--- src/tio_map.svh ---
`ifndef TIO_MAP_SVH
`define TIO_MAP_SVH

// Register bus address fields: area codes, register word indices and the link index.
`define TIO_AREA_PORT 4'h0
`define TIO_AREA_CLK 4'h1
`define TIO_REG_CTRL 3'h0
`define TIO_REG_DATA 3'h1
`define TIO_REG_COND 3'h2
`define TIO_REG_TIME 3'h3
`define TIO_REG_TSTAMP 3'h4
`define TIO_REG_STAT 3'h5
`define TIO_LINK_IDX 6'h08

// Port control fields.
`define TIO_CTRL_EN 0
`define TIO_CTRL_OUT 1
`define TIO_CTRL_OC 2
`define TIO_CTRL_STRB 3
`define TIO_CTRL_CB_LSB 4
`define TIO_CTRL_COND_LSB 8

// Clock block fields.
`define TIO_CB_SRC 8

// Sizes.
`define TIO_PINS 32
`define TIO_NPORT 5
`define TIO_NCB 6
`define TIO_CNT_W 16

`endif

--- src/tio_pkg.sv ---
package tio_pkg;
`include "tio_map.svh"

    typedef enum logic [1:0] {COND_NONE, COND_EQ, COND_NEQ, COND_SPARE} cond_mode_t;

    typedef struct packed {
        logic en;
        logic out;
        logic oc;
        logic strb;
        logic [2:0] cb;
        cond_mode_t cond;
        logic [31:0] condv;
        logic [`TIO_CNT_W-1:0] cnt;
        logic [`TIO_CNT_W-1:0] tim;
        logic tarm;
        logic [31:0] txr;
        logic txv;
        logic [31:0] sh;
        logic [5:0] beat;
        logic shv;
        logic [31:0] rxr;
        logic rxv;
        logic fresh;
        logic [`TIO_CNT_W-1:0] ts;
        logic evt;
    } port_st_t;

    typedef struct packed {
        logic src;
        logic [7:0] div;
        logic [7:0] cnt;
    } cb_st_t;

    typedef struct packed {
        port_st_t [`TIO_NPORT-1:0] ports;
        cb_st_t [`TIO_NCB-1:0] cb;
        logic link_en;
        logic [`TIO_PINS-1:0] pin_s1;
        logic [`TIO_PINS-1:0] pin_s2;
        logic clk_prev;
        logic [`TIO_NPORT-1:0] stb_s1;
        logic [`TIO_NPORT-1:0] stb_s2;
        logic [`TIO_PINS-1:0] pin_o;
        logic [`TIO_PINS-1:0] pin_oe;
        logic [`TIO_NPORT-1:0] stb_o;
        logic [31:0] prdata;
        logic slverr;
    } state_t;
endpackage

--- src/timed_io_port.sv ---
// Functional notes
// [RL1] Ports of width 1, 4, 8, 16 and 32.
// [RL2] One direction for all pins of a port.
// [RL3] Drive pins, or sample with optional condition.
// [RL4] Open collector: zero pulls low, one floats.
// [RL5] Every access completes in one cycle.
// [RL6] Serializer stage plus transfer register buffer data.
// [RL7] Sixteen-bit counter times each transfer.
// [RL8] Counter readable; future time delays transfer.
// [RL9] Counter captured as timestamp per transfer.
// [RL10] Enabled link disables ports on shared pins.
// [RL11] Narrowest enabled port owns shared pins.
// [RL12] Unclaimed pins stay with the wider port.
// [RL13] Ports always transfer at full width.
// [RL14] Six clock blocks; block zero is reference.
// [RL15] Clock block may run from divided pin.
// [RL16] Strobe input qualifies, strobe output marks data.
// [RL17] After reset all ports use block zero.
// [RL18] Pin conditions raise events to scheduler.
// [RL19] Pull-downs enabled while in reset.
// [RL20] Counter steps per clock block tick, wraps.
//
// The placing of the registers and the APB register port were chosen for this implementation.
`timescale 1ns/1ps
`include "tio_map.svh"
module timed_io_port #(
    parameter int unsigned PORT_W [`TIO_NPORT] = '{1, 4, 8, 16, 32},
    parameter logic [`TIO_PINS-1:0] LINK_MASK = 32'h3ff0_0000
) (
    input wire logic MCLK_I,
    input wire logic RESET_N_I,
    input wire logic PSEL_I,
    input wire logic PENABLE_I,
    input wire logic PWRITE_I,
    input wire logic [11:0] PADDR_I,
    input wire logic [31:0] PWDATA_I,
    output logic [31:0] PRDATA_O,
    output logic PREADY_O,
    output logic PSLVERR_O,
    input wire logic [`TIO_PINS-1:0] PIN_I,
    output logic [`TIO_PINS-1:0] PIN_O,
    output logic [`TIO_PINS-1:0] PIN_OE_O,
    output logic PIN_PULLDOWN_O,
    input wire logic [`TIO_PINS-1:0] LINK_TX_I,
    input wire logic [`TIO_PINS-1:0] LINK_OE_I,
    input wire logic [`TIO_NPORT-1:0] STROBE_INPUT_I,
    output logic [`TIO_NPORT-1:0] STROBE_OUTPUT_O,
    output logic [`TIO_NPORT-1:0] EVENT_O
);
    logic [1:0] rst_sync_q;
    logic rst_n;
    tio_pkg::state_t st_q;
    tio_pkg::state_t st_d;

    // Reset is applied at once and released through two flip-flops.
    always_ff @(posedge MCLK_I or negedge RESET_N_I) begin
        if (!RESET_N_I) begin
            rst_sync_q <= 2'h0;
        end else begin
            rst_sync_q <= {rst_sync_q[0], 1'b1};
        end
    end
    assign rst_n = rst_sync_q[1];

    function automatic logic [31:0] width_mask(input int unsigned w);
        width_mask = (w >= 32) ? 32'hffff_ffff : ((32'h1 << w) - 32'h1);
    endfunction

    always_comb begin
        logic [7:0] tick;
        logic [`TIO_NPORT-1:0] cap;
        logic ev;
        logic go;
        logic [31:0] pv;
        logic [31:0] msk;
        logic [5:0] last;
        int unsigned w;
        int own;
        logic [2:0] pidx;
        logic [2:0] ridx;
        logic [5:0] cidx;
        logic hit;
        logic [31:0] rd;
        logic setup;
        logic acc;
        st_d = st_q;
        tick = 8'h00;
        cap = '0;
        ev = 1'b0;
        go = 1'b0;
        pv = 32'h0;
        msk = 32'h0;
        last = 6'h0;
        w = 0;
        own = 0;
        hit = 1'b0;
        rd = 32'h0;
        setup = PSEL_I && !PENABLE_I;
        acc = PSEL_I && PENABLE_I;
        pidx = PADDR_I[7:5];
        ridx = PADDR_I[4:2];
        cidx = PADDR_I[7:2];

        // Pin and strobe inputs pass two flip-flops before use.
        st_d.pin_s1 = PIN_I;
        st_d.pin_s2 = st_q.pin_s1;
        st_d.stb_s1 = STROBE_INPUT_I;
        st_d.stb_s2 = st_q.stb_s1;
        st_d.clk_prev = st_q.pin_s2[0];

        // Clock blocks: block zero always ticks at the reference rate.
        for (int b = 0; b < `TIO_NCB; b++) begin
            ev = 1'b1; // RL14
            if (b != 0 && st_q.cb[b].src) begin
                ev = st_q.pin_s2[0] && !st_q.clk_prev; // RL15
            end
            tick[b] = ev && (st_q.cb[b].cnt == st_q.cb[b].div); // RL15
            if (ev) begin
                st_d.cb[b].cnt = tick[b] ? 8'h00 : st_q.cb[b].cnt + 8'h01;
            end
        end

        for (int i = 0; i < `TIO_NPORT; i++) begin
            w = PORT_W[i]; // RL1
            msk = width_mask(w);
            last = 6'(32 / w - 1); // RL13
            pv = st_q.pin_s2 & msk;
            st_d.ports[i].evt = 1'b0;
            // The strobe is registered so that it lines up with the registered pins.
            st_d.stb_o[i] = st_q.ports[i].strb && st_q.ports[i].shv && st_q.ports[i].out; // RL16
            if (st_q.ports[i].en && tick[st_q.ports[i].cb]) begin
                st_d.ports[i].cnt = st_q.ports[i].cnt + 16'h0001; // RL20
                go = !st_q.ports[i].tarm || (st_q.ports[i].cnt == st_q.ports[i].tim); // RL8
                if (st_q.ports[i].out) begin
                    // Output: the serializer shifts one port width per tick.
                    if (st_q.ports[i].shv && st_q.ports[i].beat != last) begin
                        st_d.ports[i].sh = st_q.ports[i].sh >> w; // RL6
                        st_d.ports[i].beat = st_q.ports[i].beat + 6'h01;
                    end else if (st_q.ports[i].txv && go) begin
                        st_d.ports[i].sh = st_q.ports[i].txr; // RL6
                        st_d.ports[i].beat = 6'h00;
                        st_d.ports[i].shv = 1'b1;
                        st_d.ports[i].txv = 1'b0;
                        st_d.ports[i].tarm = 1'b0; // RL7
                        st_d.ports[i].ts = st_q.ports[i].cnt; // RL9
                    end else begin
                        st_d.ports[i].shv = 1'b0;
                    end
                end else if (!st_q.ports[i].strb || st_q.stb_s2[i]) begin // RL16
                    // Input: a word starts only once its condition holds.
                    if (st_q.ports[i].beat == 6'h00) begin
                        unique case (st_q.ports[i].cond) // RL3
                            tio_pkg::COND_EQ: go = go && (pv == (st_q.ports[i].condv & msk));
                            tio_pkg::COND_NEQ: go = go && (pv != (st_q.ports[i].condv & msk));
                            default: go = go;
                        endcase
                    end else begin
                        go = 1'b1;
                    end
                    if (go) begin
                        st_d.ports[i].sh = (st_q.ports[i].sh >> w) | (pv << (32 - w)); // RL6
                        st_d.ports[i].beat = st_q.ports[i].beat + 6'h01;
                        if (st_q.ports[i].beat == last) begin
                            st_d.ports[i].beat = 6'h00;
                            st_d.ports[i].rxr = (st_q.ports[i].sh >> w) | (pv << (32 - w));
                            st_d.ports[i].rxv = 1'b1;
                            st_d.ports[i].fresh = 1'b1;
                            st_d.ports[i].tarm = 1'b0; // RL7
                            st_d.ports[i].ts = st_q.ports[i].cnt; // RL9
                            st_d.ports[i].evt = 1'b1; // RL18
                            cap[i] = 1'b1;
                        end
                    end
                end
            end
        end

        // Pin ownership: link first, then the narrowest enabled port.
        for (int p = 0; p < `TIO_PINS; p++) begin
            own = -1;
            for (int i = `TIO_NPORT - 1; i >= 0; i--) begin
                if (st_q.ports[i].en && p < int'(PORT_W[i])) begin
                    own = i; // RL11 RL12
                end
            end
            st_d.pin_o[p] = 1'b0;
            st_d.pin_oe[p] = 1'b0;
            if (st_q.link_en && LINK_MASK[p]) begin
                st_d.pin_o[p] = LINK_TX_I[p]; // RL10
                st_d.pin_oe[p] = LINK_OE_I[p]; // RL10
            end else if (own >= 0) begin
                if (st_q.ports[own].out) begin // RL2
                    st_d.pin_o[p] = st_q.ports[own].oc ? 1'b0 : st_q.ports[own].sh[p];
                    st_d.pin_oe[p] = !st_q.ports[own].oc || !st_q.ports[own].sh[p]; // RL4
                end
            end
        end

        // Register bus decode and read data, latched in the setup cycle.
        if (PADDR_I[11:8] == `TIO_AREA_PORT && pidx < `TIO_NPORT && ridx <= `TIO_REG_STAT) begin
            hit = 1'b1;
            unique case (ridx)
                `TIO_REG_CTRL: begin
                    rd[`TIO_CTRL_EN] = st_q.ports[pidx].en;
                    rd[`TIO_CTRL_OUT] = st_q.ports[pidx].out;
                    rd[`TIO_CTRL_OC] = st_q.ports[pidx].oc;
                    rd[`TIO_CTRL_STRB] = st_q.ports[pidx].strb;
                    rd[`TIO_CTRL_CB_LSB +: 3] = st_q.ports[pidx].cb;
                    rd[`TIO_CTRL_COND_LSB +: 2] = st_q.ports[pidx].cond;
                end
                `TIO_REG_DATA: rd = st_q.ports[pidx].rxr;
                `TIO_REG_COND: rd = st_q.ports[pidx].condv;
                `TIO_REG_TIME: rd = {16'h0000, st_q.ports[pidx].cnt}; // RL8
                `TIO_REG_TSTAMP: rd = {16'h0000, st_q.ports[pidx].ts}; // RL9
                default: begin
                    rd[0] = st_q.ports[pidx].rxv;
                    rd[1] = st_q.ports[pidx].txv;
                    rd[2] = st_q.ports[pidx].tarm;
                    rd[3] = st_q.ports[pidx].shv;
                end
            endcase
        end else if (PADDR_I[11:8] == `TIO_AREA_CLK && cidx < `TIO_NCB) begin
            hit = 1'b1;
            rd[`TIO_CB_SRC] = st_q.cb[cidx].src;
            rd[7:0] = st_q.cb[cidx].div;
        end else if (PADDR_I[11:8] == `TIO_AREA_CLK && cidx == `TIO_LINK_IDX) begin
            hit = 1'b1;
            rd[0] = st_q.link_en;
        end

        if (setup) begin
            st_d.prdata = rd;
            st_d.slverr = !hit;
            if (hit && PADDR_I[11:8] == `TIO_AREA_PORT && ridx == `TIO_REG_DATA
                && !cap[pidx]) begin
                st_d.ports[pidx].fresh = 1'b0;
            end
        end

        // Writes and read side effects take place at the access edge.
        if (acc && hit && PADDR_I[11:8] == `TIO_AREA_PORT) begin
            if (PWRITE_I) begin
                unique case (ridx)
                    `TIO_REG_CTRL: begin
                        st_d.ports[pidx].en = PWDATA_I[`TIO_CTRL_EN];
                        st_d.ports[pidx].out = PWDATA_I[`TIO_CTRL_OUT]; // RL2
                        st_d.ports[pidx].oc = PWDATA_I[`TIO_CTRL_OC]; // RL4
                        st_d.ports[pidx].strb = PWDATA_I[`TIO_CTRL_STRB];
                        st_d.ports[pidx].cb = (PWDATA_I[`TIO_CTRL_CB_LSB +: 3] < 3'(`TIO_NCB))
                            ? PWDATA_I[`TIO_CTRL_CB_LSB +: 3] : 3'h0;
                        st_d.ports[pidx].cond =
                            tio_pkg::cond_mode_t'(PWDATA_I[`TIO_CTRL_COND_LSB +: 2]);
                        st_d.ports[pidx].beat = 6'h00;
                    end
                    `TIO_REG_DATA: begin
                        st_d.ports[pidx].txr = PWDATA_I;
                        st_d.ports[pidx].txv = 1'b1;
                    end
                    `TIO_REG_COND: st_d.ports[pidx].condv = PWDATA_I;
                    `TIO_REG_TIME: begin
                        st_d.ports[pidx].tim = PWDATA_I[15:0]; // RL8
                        st_d.ports[pidx].tarm = 1'b1;
                    end
                    default: st_d.ports[pidx].tarm = st_d.ports[pidx].tarm;
                endcase
            end else if (ridx == `TIO_REG_DATA && !st_q.ports[pidx].fresh && !cap[pidx]) begin
                st_d.ports[pidx].rxv = 1'b0;
            end
        end else if (acc && hit && PWRITE_I && cidx < `TIO_NCB && cidx != 6'h00) begin
            st_d.cb[cidx].src = PWDATA_I[`TIO_CB_SRC]; // RL15
            st_d.cb[cidx].div = PWDATA_I[7:0];
            st_d.cb[cidx].cnt = 8'h00;
        end else if (acc && hit && PWRITE_I && cidx == `TIO_LINK_IDX) begin
            st_d.link_en = PWDATA_I[0]; // RL10
        end
    end

    // All state clears to zero: ports off and on clock block zero.
    always_ff @(posedge MCLK_I or negedge rst_n) begin
        if (!rst_n) begin
            st_q <= '0; // RL17
        end else begin
            st_q <= st_d;
        end
    end

    assign PRDATA_O = st_q.prdata;
    assign PREADY_O = 1'b1; // RL5
    assign PSLVERR_O = st_q.slverr;
    assign PIN_O = st_q.pin_o;
    assign PIN_OE_O = st_q.pin_oe;
    assign PIN_PULLDOWN_O = !rst_n; // RL19
    assign EVENT_O = {st_q.ports[4].evt, st_q.ports[3].evt, st_q.ports[2].evt,
                      st_q.ports[1].evt, st_q.ports[0].evt};
    assign STROBE_OUTPUT_O = st_q.stb_o; // RL16
endmodule

--- config.mk ---
export PLATFORM = sky130hd
export DESIGN_NAME = timed_io_port
export DESIGN_NICKNAME = d
export VERILOG_FILES = /design/src/tio_pkg.sv /design/src/timed_io_port.sv
export VERILOG_INCLUDE_DIRS = /design/src
export SDC_FILE = /design/constraint.sdc
export NUM_CORES = 2
export LEC_CHECK = 0
export BUFFER_PORTS_ARGS = -buffer_cell sky130_fd_sc_hd__buf_2
export CAP_MARGIN = 25
export CORE_UTILIZATION = 45
export CTS_CLUSTER_SIZE = 30
export DETAILED_ROUTE_END_ITERATION = 6
export PLACE_DENSITY = 0.64
export SLEW_MARGIN = 20
export SYNTH_ARGS = -nofsm -noshare
export SYNTH_HDL_FRONTEND = slang
export SYNTH_SLANG_ARGS = --single-unit
--- constraint.sdc ---
create_clock -name MCLK_I -period 78.7 [get_ports MCLK_I]
set_clock_uncertainty 0.05 [all_clocks]
set_input_delay 0 -clock MCLK_I [delete_from_list [all_inputs] [get_ports MCLK_I]]
set_output_delay 0 -clock MCLK_I [all_outputs]
set_load 0.005 [all_outputs]
==> flow_metrics.env <==
export IMPL_path_class="reg2reg"
export IMPL_coreArea_mm2=0.132
export IMPL_violations="design-rule violations"
export IMPL_setup_viol=0
export IMPL_numPortBuffers=211
export IMPL_synth_main_ff_cell="dfrtp_1"
export IMPL_cts_tree="yes"
export IMPL_crit_path_top_delay_cell="nor3b_4"
export IMPL_rsz0062_at_grt="no"
export IMPL_period_needed_ns=5.26
export IMPL_synth_xor_area_share_pct=4.51
export IMPL_clk_pin_slew_worst_paths_ns=0.06
export IMPL_dr_first_iter_drc_count=6047
export IMPL_core_rowCount=133
export IMPL_synth_cell_types=99
export IMPL_p_leak_uw=0.0330
export IMPL_synth_simple_area_share_pct=13.8
export IMPL_synth_area_leader_cell="dfrtp_1"
export IMPL_setup_worst_path_start_class="register"
export IMPL_worstPathArrival_ns=5.89
export IMPL_die_w_um=368
export IMPL_setup_slack_ns=73.44
export IMPL_vias=46624
export IMPL_synth_top_family_by_area="simple AND/OR/NAND/NOR gates"
export IMPL_endpoint_kind="register"
export IMPL_grt_pass1_wl_um=308000
export IMPL_clockBufferDepth=3
export IMPL_yosysTopAreaCellShare_pct=52.7
export IMPL_min_path_type="in2reg"
export IMPL_drt_total_wl_um=210000
export IMPL_wire_per_inst_um=27.6
export IMPL_dp_slack_ns=73.51
export IMPL_ys_warn_count=0
export IMPL_drive_gt1_share_pct=19.8
export IMPL_cts_setup_buffers=0
export IMPL_vdd_ir_drop_worst_mv=0.0166
export IMPL_drt_vias_per_instance=6.14
export IMPL_avgSynthCellArea_um2=10.7
export IMPL_initial_core_util_pct=45.6
export IMPL_worstPathMaxFanout=22
export IMPL_fin_crit_sh_pct=6.69
export IMPL_instances_no_fill=7589
export IMPL_synth_mux_area_share_pct=12.4
export IMPL_antenna_found_initial=13
export IMPL_synth_edf_count=0
export IMPL_p_per_area_mw_per_mm2=22.9
export IMPL_slowest_delay_ns=1.20
export IMPL_tns_ns=0
export IMPL_grt_pass1_vias=45217
export IMPL_synth_seq_cells=1267
export IMPL_final_max_slew_viol_count=0
export IMPL_dp_cells=7165
export IMPL_nets=5901
export IMPL_place_hpwl_um=137000
export IMPL_cp_num_buf_inv=0
export IMPL_die_h_um=368
export IMPL_relSlewSlack_pct=22.5
export IMPL_grt_max_degree=187
export IMPL_ant_nets=0
export IMPL_synth_top_cells_by_area="dfrtp_1 53%, mux2_2 7.4%, nand2_1 6.0%"
export IMPL_critPathTopFamily="simple AND/OR/NAND/NOR gates"
export IMPL_synthArstFlopShare_pct=100
export IMPL_grt_usage_pct=30.8
export IMPL_htree_levels=4
export IMPL_gp_congestion=0.950
export IMPL_cts_buffers_inserted=141
export IMPL_outcome="finished with violations"
export IMPL_final_hold_viol_count=0
export IMPL_clk_latency_ns=0.82
export IMPL_cts_resized=0
export IMPL_final_common_cell="dfrtp_1"
export IMPL_overflow=0
export IMPL_max_cap_violations=0
export IMPL_holdWs_ns=0.0790
export IMPL_netlist_area_mm2=0.0601
export IMPL_dr_pass1_iters=7
export IMPL_synth_compound_area_share_pct=11.7
export IMPL_synth_seq_area_share_pct=52.7
export IMPL_finalPower_uw=1570
export IMPL_synthAdderAreaFrac_pct=0.562
export IMPL_dieArea_mm2=0.135
export IMPL_area_growth_pct=14.5
export IMPL_cp_required_ns=79.33
export IMPL_ctsRootBufferMaster="clkbuf_16"
export IMPL_fmax_ghz=0.190
export IMPL_critical_path_cell_chain="nor4_1, nand2_1, nand2_1, nand3_1, nor3b_4, nor2b_4, mux2_4"
export IMPL_ios=259
export IMPL_cp_common_cell="nand2_1"
export IMPL_tightest_slew_ns=1.16
export IMPL_cts_sinks=1267
export IMPL_netlist_instances=5601
export IMPL_final_cell_mix="1266 x dfrtp_1, 951 x nand2_1, 396 x mux2_2"
export IMPL_drc=1
-- synth_stat cells (all sizes together), types with 30 or more instances --
| cell type | n |
|---|---|
| and3 | 68 |
| a21oi | 119 |
| mux2 | 414 |
| nor2b | 30 |
| a22o | 31 |
| inv | 53 |
| nand4 | 77 |
| buf | 176 |
| xnor2 | 185 |
| nand2b | 35 |
| nor2 | 371 |
| dfrtp | 1267 |
| o22ai | 157 |
| and2 | 62 |
| clkbuf | 339 |
| nand3 | 111 |
| o21ai | 245 |
| a221o | 40 |
| a22oi | 213 |
| nand2 | 955 |
| mux4 | 113 |
| xor2 | 125 |
-- sequential cells by signal, summed over array words and instances (netlist names) --
signal / flops
st_q: 1120
st_d: 38
PIN_OE_O: 32
PIN_O: 32
PRDATA_O: 32
EVENT_O: 5
STROBE_OUTPUT_O: 5
rst_sync_q: 2
PSLVERR_O: 1
-- metal layers --
metal	part of all wire (%)	wire [um]	GRT usage, %
met1	41	86800	43.4
met2	44	91900	45.1
met4	4.0	8450	12.3
met3	11	22600	8.13
met5	0	0	0
-- power by group --
group	switching (uW)	internal (uW)	leakage (uW)
Sequential	37.4	683	0.0164
Combinational	95.5	56.6	0.0142
Clock	290	412	0.00241
Total	423	1150	0.0330
-- worst reg2reg max path, cell delays in order, from the launching register on --
cell     delay (ns)
dfrtp_1        0.45
nor4_1         0.57
nand2_1        0.30
nand2_1        0.81
nand3_1        0.99
nor3b_4        1.20
nor2b_4        0.38
mux2_4         0.40
-- cell families (layout without fill, tap and decap cells) --
kind of cell,after synthesis,in the layout
muxes,546,546
xor gates and xnor gates,310,310
adders and majority gates,27,27
other,1,6
and+or+nand+nor,1848,1848
AOI/OAI and AO/OA,1033,1033
buffers and inverters,569,797
DFF,1267,1267
-- metrics by stage --
step           utilization [%]  cell area [um2]
3_3_place_gp              47.0            62000
4_1_cts                   52.1            68700
3_5_place_dp              47.1            62100
2_1_floorplan                -            60200
5_1_grt                   52.2            68900
6_report                  52.2            68900
-- area by class of cell --
| type | instances | area [um2] |
|---|---|---|
| flip-flops and latches | 1267 | 31700 |
| clock inverters | 51 | 913 |
| repair buffers | 494 | 3790 |
| multi-input cells | 3766 | 26000 |
| clock buffers | 198 | 4030 |
| fillers | 11460 | 63100 |
| diodes | 4 | 10.0 |
| well taps | 1755 | 2200 |
| inverters | 54 | 205 |
-- path summary, 6_finish.rpt --
check	startpoint	end	slack (ns)	depth (start not counted)
setup / recovery	st_q[926]	st_q[873]	73.44	7
hold / removal	PADDR_I[5]	st_q[1000]	0.08	4
setup reg to reg	st_q[926]	st_q[873]	73.44	7
hold reg to reg	st_d[117]	st_q[117]	0.29	0
max in group asynchronous	rst_sync_q[1]	st_q[1200]	74.59	4
min in group asynchronous	rst_sync_q[1]	st_d[102]	0.37	0
-- what timing repair did --
action | in CTS | in global routing
hold endpoints to repair | 491 | 0
hold buffers | 167 | 0
endpoints found under the setup margin | 0 | 0
Note: power is estimated with default switching activity, not from simulation.
